**src/rtl/tum_cfg.svh**
```systemverilog
// Offsets, field positions, reset values and fixed words of the trace unit management registers.
// Assumes a 12-bit byte address on the register port; every register is one aligned 32-bit word.
`ifndef TUM_CFG_SVH
`define TUM_CFG_SVH

`define TUM_OFS_PD_STATUS     12'h314
`define TUM_OFS_CLAIM_SET     12'hfa0
`define TUM_OFS_CLAIM_CLEAR   12'hfa4
`define TUM_OFS_AFFINITY      12'hfa8
`define TUM_OFS_LOCK_KEY      12'hfb0
`define TUM_OFS_LOCK_STATUS   12'hfb4
`define TUM_OFS_AUTH_STATUS   12'hfb8
`define TUM_OFS_ARCH_ID       12'hfbc
`define TUM_OFS_CAPABILITY    12'hfc8
`define TUM_OFS_COMP_TYPE     12'hfcc

`define TUM_CLAIM_BITS        4
`define TUM_CLAIM_IMPL        4'hf
`define TUM_CLAIM_RESET       4'h0
`define TUM_LOCK_KEY_VALUE    32'hc5acce55
`define TUM_LOCK_RESET        1'b1
`define TUM_STICKY_RESET      1'b1

`define TUM_AFF_NEW_FORMAT    31
`define TUM_AFF_UNIPROC       30
`define TUM_AFF_CLUSTER_LSB   8
`define TUM_AFF_CORE_LSB      0

`define TUM_LSR_PRESENT       0
`define TUM_LSR_SET           1
`define TUM_LSR_WIDTH_FLAG    2

`define TUM_AUTH_SEC_NONINV_LSB 6
`define TUM_AUTH_SEC_INV_LSB  4
`define TUM_AUTH_IMPL_OFF     2'h2
`define TUM_AUTH_IMPL_ON      2'h3

`define TUM_PD_POWERED_UP     0
`define TUM_PD_STICKY         1

`define TUM_COMP_TYPE_VALUE   32'h00000013
`define TUM_CAPABILITY_VALUE  32'h00000000

`endif

```
**src/rtl/tum_pkg.sv**
```systemverilog
// Types shared by the trace unit management register bank.
// Assumes the constants of tum_cfg.svh for the widths.
`include "tum_cfg.svh"

package tum_pkg;
	typedef logic [11:0]                    tum_addr_t;
	typedef logic [31:0]                    tum_data_t;
	typedef logic [`TUM_CLAIM_BITS-1:0]     tum_claim_t;
endpackage

```
**src/rtl/tum_mgmt_regs.sv**
```systemverilog
// Management register group of a per-core trace unit: claim tag, software lock,
// power-down sticky flag and read-only identification and status words.
// Assumes a simple memory-mapped register port on clk_sys; pins are asynchronous to it.
//
// Behaviour
// - Claim-set reads return one for each implemented tag bit; upper bits zero.
// - Claim-set write sets each tag bit whose data bit is one.
// - Claim-clear reads return the present claim tag value.
// - Claim-clear write clears each tag bit whose data bit is one.
// - Affinity bit 31 always reads one.
// - Affinity bit 30 always reads zero.
// - Affinity bits 11:8 show the sampled cluster number inputs.
// - Affinity bits 1:0 give the served core number.
// - While locked, all writes except to the lock key register are dropped.
// - While locked, reading power-down status keeps its sticky flag.
// - Key value clears the lock; any other key write sets it.
// - Lock status bit 1 shows whether the lock is set.
// - Lock status bit 0 reads one, bit 2 reads zero.
// - Authentication bits 7:6 read 10 when disabled, 11 when enabled.
// - Authentication bits 5:4 read 10 when disabled, 11 when enabled.
// - Authentication bits 3:0 read zero.
// - Capability word reads all zeros.
// - Component type reads subtype 0001 and major type 0011.
// - Architecture register returns a fixed identification word.
`timescale 1ns/10ps
`include "tum_cfg.svh"

module tum_mgmt_regs #(
	// Arbitrary value, stands in for the architecture identification word
	parameter logic [31:0] ARCH_ID_VALUE = 32'h0000_0a5a
) (
	input  wire logic              clk_sys,
	input  wire logic              reset_n,
	input  wire tum_pkg::tum_addr_t reg_addr,
	input  wire logic              reg_write,
	input  wire logic              reg_read,
	input  wire tum_pkg::tum_data_t reg_wdata,
	output logic                   reg_rvalid,
	output tum_pkg::tum_data_t     reg_rdata,
	input  wire logic [3:0]        cluster_number_inputs,
	input  wire logic [1:0]        core_number_inputs,
	input  wire logic              secure_noninvasive_enable,
	input  wire logic              secure_invasive_enable,
	input  wire logic              powerdown_event,
	output logic                   lock_is_set
);
	import tum_pkg::*;

	// Two-flop synchronisers; only the second stage is read
	logic [8:0] pin_meta_r;
	logic [8:0] pin_sync_r;
	logic [8:0] pin_raw;

	assign pin_raw = {powerdown_event, secure_invasive_enable, secure_noninvasive_enable,
		core_number_inputs, cluster_number_inputs};

	always_ff @(posedge clk_sys) begin
		if (!reset_n) begin
			pin_meta_r <= 9'h000;
			pin_sync_r <= 9'h000;
		end else begin
			pin_meta_r <= pin_raw;
			pin_sync_r <= pin_meta_r;
		end
	end

	logic [3:0] cluster_s;
	logic [1:0] core_s;
	logic       sec_noninv_en_s;
	logic       sec_inv_en_s;
	logic       pd_event_s;

	assign cluster_s  = pin_sync_r[3:0];
	assign core_s     = pin_sync_r[5:4];
	assign sec_noninv_en_s = pin_sync_r[6];
	assign sec_inv_en_s    = pin_sync_r[7];
	assign pd_event_s = pin_sync_r[8];

	// Write decode and power-down status read decode
	logic lock_r;
	logic wr_open;
	logic wr_key;
	logic wr_set;
	logic wr_clear;
	logic rd_pd;

	assign wr_key  = reg_write && (reg_addr == `TUM_OFS_LOCK_KEY);
	assign wr_open = reg_write && !lock_r;
	assign wr_set  = wr_open && (reg_addr == `TUM_OFS_CLAIM_SET);
	assign wr_clear = wr_open && (reg_addr == `TUM_OFS_CLAIM_CLEAR);
	assign rd_pd   = reg_read && (reg_addr == `TUM_OFS_PD_STATUS);

	// Software lock; set out of reset so a stray write cannot disturb the unit
	always_ff @(posedge clk_sys) begin
		if (!reset_n)
			lock_r <= `TUM_LOCK_RESET;
		else if (wr_key)
			lock_r <= (reg_wdata != `TUM_LOCK_KEY_VALUE);
	end

	assign lock_is_set = lock_r;

	// Claim tag
	tum_claim_t claim_r;
	tum_claim_t claim_nxt;

	always_comb begin
		claim_nxt = claim_r;
		if (wr_set)
			claim_nxt = claim_nxt | reg_wdata[`TUM_CLAIM_BITS-1:0];
		if (wr_clear)
			claim_nxt = claim_nxt & ~reg_wdata[`TUM_CLAIM_BITS-1:0];
	end

	always_ff @(posedge clk_sys) begin
		if (!reset_n)
			claim_r <= `TUM_CLAIM_RESET;
		else
			claim_r <= claim_nxt;
	end

	// Power-down sticky flag: a new event wins over the clear by read
	logic sticky_r;

	always_ff @(posedge clk_sys) begin
		if (!reset_n)
			sticky_r <= `TUM_STICKY_RESET;
		else if (pd_event_s)
			sticky_r <= 1'b1;
		else if (rd_pd && !lock_r)
			sticky_r <= 1'b0;
	end

	// Read views
	tum_data_t aff_word;
	tum_data_t lsr_word;
	tum_data_t auth_word;
	tum_data_t pd_word;
	tum_data_t rd_mux;

	always_comb begin
		aff_word = 32'h0000_0000;
		aff_word[`TUM_AFF_NEW_FORMAT] = 1'b1;
		aff_word[`TUM_AFF_UNIPROC] = 1'b0;
		aff_word[`TUM_AFF_CLUSTER_LSB +: 4] = cluster_s;
		aff_word[`TUM_AFF_CORE_LSB +: 2] = core_s;

		lsr_word = 32'h0000_0000;
		lsr_word[`TUM_LSR_PRESENT] = 1'b1;
		lsr_word[`TUM_LSR_SET] = lock_r;
		lsr_word[`TUM_LSR_WIDTH_FLAG] = 1'b0;

		// Low four bits stay zero: no non-secure debug levels
		auth_word = 32'h0000_0000;
		auth_word[`TUM_AUTH_SEC_NONINV_LSB +: 2] = sec_noninv_en_s ? `TUM_AUTH_IMPL_ON : `TUM_AUTH_IMPL_OFF;
		auth_word[`TUM_AUTH_SEC_INV_LSB +: 2] = sec_inv_en_s ? `TUM_AUTH_IMPL_ON : `TUM_AUTH_IMPL_OFF;

		pd_word = 32'h0000_0000;
		pd_word[`TUM_PD_POWERED_UP] = 1'b1;
		pd_word[`TUM_PD_STICKY] = sticky_r;
	end

	// Read-only and unmapped words ignore writes; the write-only lock key and unmapped words read zero
	always_comb begin
		unique case (reg_addr)
			`TUM_OFS_CLAIM_SET:   rd_mux = {28'h0000000, `TUM_CLAIM_IMPL};
			`TUM_OFS_CLAIM_CLEAR: rd_mux = {28'h0000000, claim_r};
			`TUM_OFS_AFFINITY:    rd_mux = aff_word;
			`TUM_OFS_LOCK_STATUS: rd_mux = lsr_word;
			`TUM_OFS_AUTH_STATUS: rd_mux = auth_word;
			`TUM_OFS_ARCH_ID:     rd_mux = ARCH_ID_VALUE;
			`TUM_OFS_CAPABILITY:  rd_mux = `TUM_CAPABILITY_VALUE;
			`TUM_OFS_COMP_TYPE:   rd_mux = `TUM_COMP_TYPE_VALUE;
			`TUM_OFS_PD_STATUS:   rd_mux = pd_word;
			default:              rd_mux = 32'h0000_0000;
		endcase
	end

	// Read data is registered; sticky value is sampled before its clear lands
	always_ff @(posedge clk_sys) begin
		if (!reset_n) begin
			reg_rvalid <= 1'b0;
			reg_rdata  <= 32'h0000_0000;
		end else begin
			reg_rvalid <= reg_read;
			if (reg_read)
				reg_rdata <= rd_mux;
		end
	end

endmodule

```
**config.mk**
```make
export PLATFORM = sky130hd
export DESIGN_NAME = tum_mgmt_regs
export DESIGN_NICKNAME = d
export VERILOG_FILES = /design/src/rtl/tum_pkg.sv /design/src/rtl/tum_mgmt_regs.sv
export VERILOG_INCLUDE_DIRS = /design/src /design/src/rtl
export SDC_FILE = /design/constraint.sdc
export NUM_CORES = 1
export LEC_CHECK = 0
export BUFFER_PORTS_ARGS = -buffer_cell sky130_fd_sc_hd__buf_4
export CORE_UTILIZATION = 46
export CTS_BUF_LIST = sky130_fd_sc_hd__clkbuf_8
export DETAILED_ROUTE_END_ITERATION = 7
export PLACE_DENSITY = 0.81
export RECOVER_POWER = 25
export SYNTH_ARGS = -nofsm -noshare
export SYNTH_HDL_FRONTEND = slang
export SYNTH_SLANG_ARGS = --single-unit
```
**constraint.sdc**
```tcl
create_clock -name clk_sys -period 1.7 [get_ports clk_sys]
set_clock_uncertainty 0.1 [all_clocks]
set_input_delay 0.17 -clock clk_sys [delete_from_list [all_inputs] [get_ports clk_sys]]
set_output_delay 0.17 -clock clk_sys [all_outputs]
set_load 0.01 [all_outputs]
```
# Yosys cells after proc, flatten, opt, wreduce, memory -nomap -nowiden
# Cells that the tools add are included.
classes:
  n_eq_ne: 10
  muxes: 5
  bitwise: 4
  n_reduce_logical: 8
op_table:
  columns: ["op", "n"]
  rows:
  - ["$pmux 32 s8", 1]
  - ["$eq 12x12->1 const B", 8]
  - ["$ne 32x32->1 const B", 1]
  - ["$eq 12x10->1 const B", 1]
  - ["$mux 4", 2]
  - ["$logic_and 1x1->1", 6]
  - ["$and 4x4->4", 1]
  - ["$not 4->4", 1]
  - ["$or 4x4->4", 1]
  - ["$mux 1", 2]
  - ["$reduce_or 2->1", 1]
  - ["$logic_not 1->1", 1]
  - ["$not 1->1", 1]
totals:
  reg_bits: 57
  in_bits: 57
  output_inout_bits: 34
  wordCells: 34

# Logic depth before layout (Yosys ltp)
logic_depth:
  depth_word: 6
  ltp_mapped: 6

# Worst setup path after synthesis
# OpenSTA, ideal clock, no wires.
synth_timing:
  path_type: "in2reg"
  startpoint: "in reg_addr[6]"
  endpoint: "reg with a tool-made name"
  t_arrival_ps: 1402
  required_ps: 1514
  setup_slack_ps: 112
  stages: 5
  n_path_buf: 0
  path_cell_list: "nand2b_1 > or4_4 > nor3_4 > a21oi_1 > a211oi_1"
synth_lines:
  columns: ["element", "line_no", "text"]
  rows:
  - ["from (decl)", "tum_mgmt_regs.sv:34", "input wire tum_pkg::tum_addr_t reg_addr,"]

==> metrics <==
outcome finished, final reports clean; initial antenna violation count 0; Worst Hold Path Cells 2; layout cells sized above 1 0.338; YS warnings 0; Post-Synth Simple-Gate Area 0.304; largest net degree at the start of global routing 24; dpl ws -125 ps; min cycle time layout 1520 ps; CP max-delay cell or4_4; post-route cell area 2570 sq um; post-synthesis compound-gate area fraction 0.140; cell count after synthesis 195; final hold vios 0; WHS 66.4 ps; max incr delay on CP 590 ps; gr usage total 0.228; Post-Synth Adder-Cell Area 0; Reg area 741 sq um; crit share post-route 0.894; routed length per instance 12.6 microns; first-pass GRT wire length 7.11 mm; CP arrival 1620 ps; DRC errors left 0; Post-DRT Antenna Nets 0; routed via count 1645; multi-input logic area 842 sq um; largest family of logic cells by synthesized area simple AND/OR/NAND/NOR gates; final net count 349; Site Rows 21; post-synthesis sequential area ratio 0.432; XOR/XNOR Fraction of Synth Area 0; clk buf depth 2; starting density of the core 0.498; vias in the first global route 1620; Die H 63.0 microns; # setup viols final 0; unrepaired setup endpoints after global routing no; P&R area growth vs syn 50.2%; Async SR Flop Fraction 0; ANT cells 0; CP required 1800 ps; Cell Area, Placed 2300 sq um; LEAKAGE 1.16 nW; CTS-repair resized insts 0; Hold Path Class input port to flip-flop; CP endpoint kind flip-flop; fin cells 339; WS Path Type input port to flip-flop; TritonCTS Buffers 5; CP Cell Sequence buf_4, nand2b_1, or4_4, nor3_4, a21oi_1, a211oi_1; Sink Count 37; peak supply drop 567 uV; TritonRoute pass-1 iters 4; Final HPWL DP 3.18 mm; placed insts 318; CTS clk-pin slew, worst paths 70 ps; CTS tree yes; Synth Register Bits 37; die width 63.0 microns; routed wire length 4.26 mm; total power 2.06 mW; setup_tns 0 ps; syn_area_per_cell 8.78 sq um; core box area 3440 sq um; post-CTS setup buffers 0; Clock Latency Late Sink 280 ps; startpoint types input port; H-tree depth 2; worst setup margin 181 ps; filler cell count 276; pwr dens 799 nW/um^2; die footprint 3970 sq um; Port Buf Inserts 71; ys flop type dfxtp_1; grt total ovfl 0; max_cap viols 0; Root Driver clkbuf_8; Synth Cell Area 1710 sq um; mux share of post-synthesis cell area 0.00657; Initial DRC Count 75; Post-synth EDFFs 0; post-cts hold buffer count 13; max-slew violations 0; Yosys cell types 38; Fmax achieved 658 MHz; critical-path maximum fanout 4; worst reg-to-reg path cell count 5; final core occ 0.747; Top Ports 91; DR vias/cell 4.85; placer's final routability congestion estimate 0.876
[layer usage]
layer	global-route usage	wire length, microns	vias up	part of all wire
li1	-	-	849	-
met1	0.258	1830	747	0.43
met2	0.425	2250	44	0.53
met3	0.0474	138	5	0.032
met4	0.0640	40	0	0.0094
met5	0	0	-	0
[cells by family (layout without fill, tap and decap cells)]
group	count (synthesis)	after routing
AND/OR/NAND/NOR	86	86
AO/OA/AOI/OAI	38	38
flip-flops	37	37
buffers and inverters	32	112
other	1	19
multiplexers	1	1
[worst paths after layout]
| check | start | endpoint | slack [ps] |
|---|---|---|---|
| worst max-delay path | reg_addr[6] | flip-flop | 180 |
| worst min-delay path | reg_read | reg_rdata[0]$_SDFFE_PN0P_ | 70 |
| worst max register to register | lock_is_set$_SDFFE_PN1P_ | flip-flop | 200 |
| worst min register to register | pin_sync_r[8]$_SDFF_PN0_ | sticky_r$_SDFFE_PP1P_ | 320 |
[critical path: cells and delay by family]
family | cells | cell delay (ps)
and+or+nand+nor | 3 | 1020
AOI/OAI and AO/OA | 2 | 320
buffers and inverters | 1 | 110
[final cells by class]
class	instances	share of cell area
sequential	37	0.288
multi-input combinational	144	0.327
tap	46	0.0224
inverter	5	0.00730
clock inverter	3	0.0268
timing repair buffer	99	0.302
clock buffer	5	0.0268
[power breakdown]
group | total [mW] | switching, mW | internal (mW)
registers | 0.893 | 0.00518 | 0.888
clock network | 0.908 | 0.318 | 0.590
logic | 0.255 | 0.109 | 0.146
total | 2.06 | 0.432 | 1.62
[layout by cell type, fill, tap and decap left out, drive strengths merged]
master	Yosys	routed
or2	1	1
nand2b	2	2
nor2b	2	2
mux2	1	1
o21ai	6	6
o2111ai	2	2
and4	2	2
or3	2	2
buf	22	83
conb	1	19
bufinv	0	2
nand4b	1	1
or4	1	1
nand4	6	6
nor3b	1	1
o21a	2	2
clkbuf	5	8
o211a	2	2
a211oi	5	5
and4b	1	1
a22oi	2	2
nand3	6	6
dlygate4sd3	0	13
nand2	14	14
a31oi	1	1
inv	5	6
dfxtp	37	37
nor4bb	5	5
nor2	12	12
and3	1	1
nor3	3	3
a221oi	1	1
nor4	7	7
and2	18	18
a211o	1	1
nor4b	1	1
a21oi	16	16
[cell usage after synthesis, drive strengths merged, types with 2 or more instances]
master,instances,area [sq um]
a211oi,5,37.5
a21oi,16,80.1
a22oi,2,15.0
and2,18,113
and4,2,17.5
buf,22,160
clkbuf,5,18.8
dfxtp,37,741
inv,5,18.8
nand2,14,52.6
nand2b,2,12.5
nand3,6,30.0
nand4,6,37.5
nor2,12,45.0
nor2b,2,12.5
nor3,3,26.3
nor4,7,43.8
nor4bb,5,50.1
o2111ai,2,17.5
o211a,2,20.0
o21a,2,15.0
o21ai,6,30.0
or3,2,12.5
(Power assumes the default switching activity.)
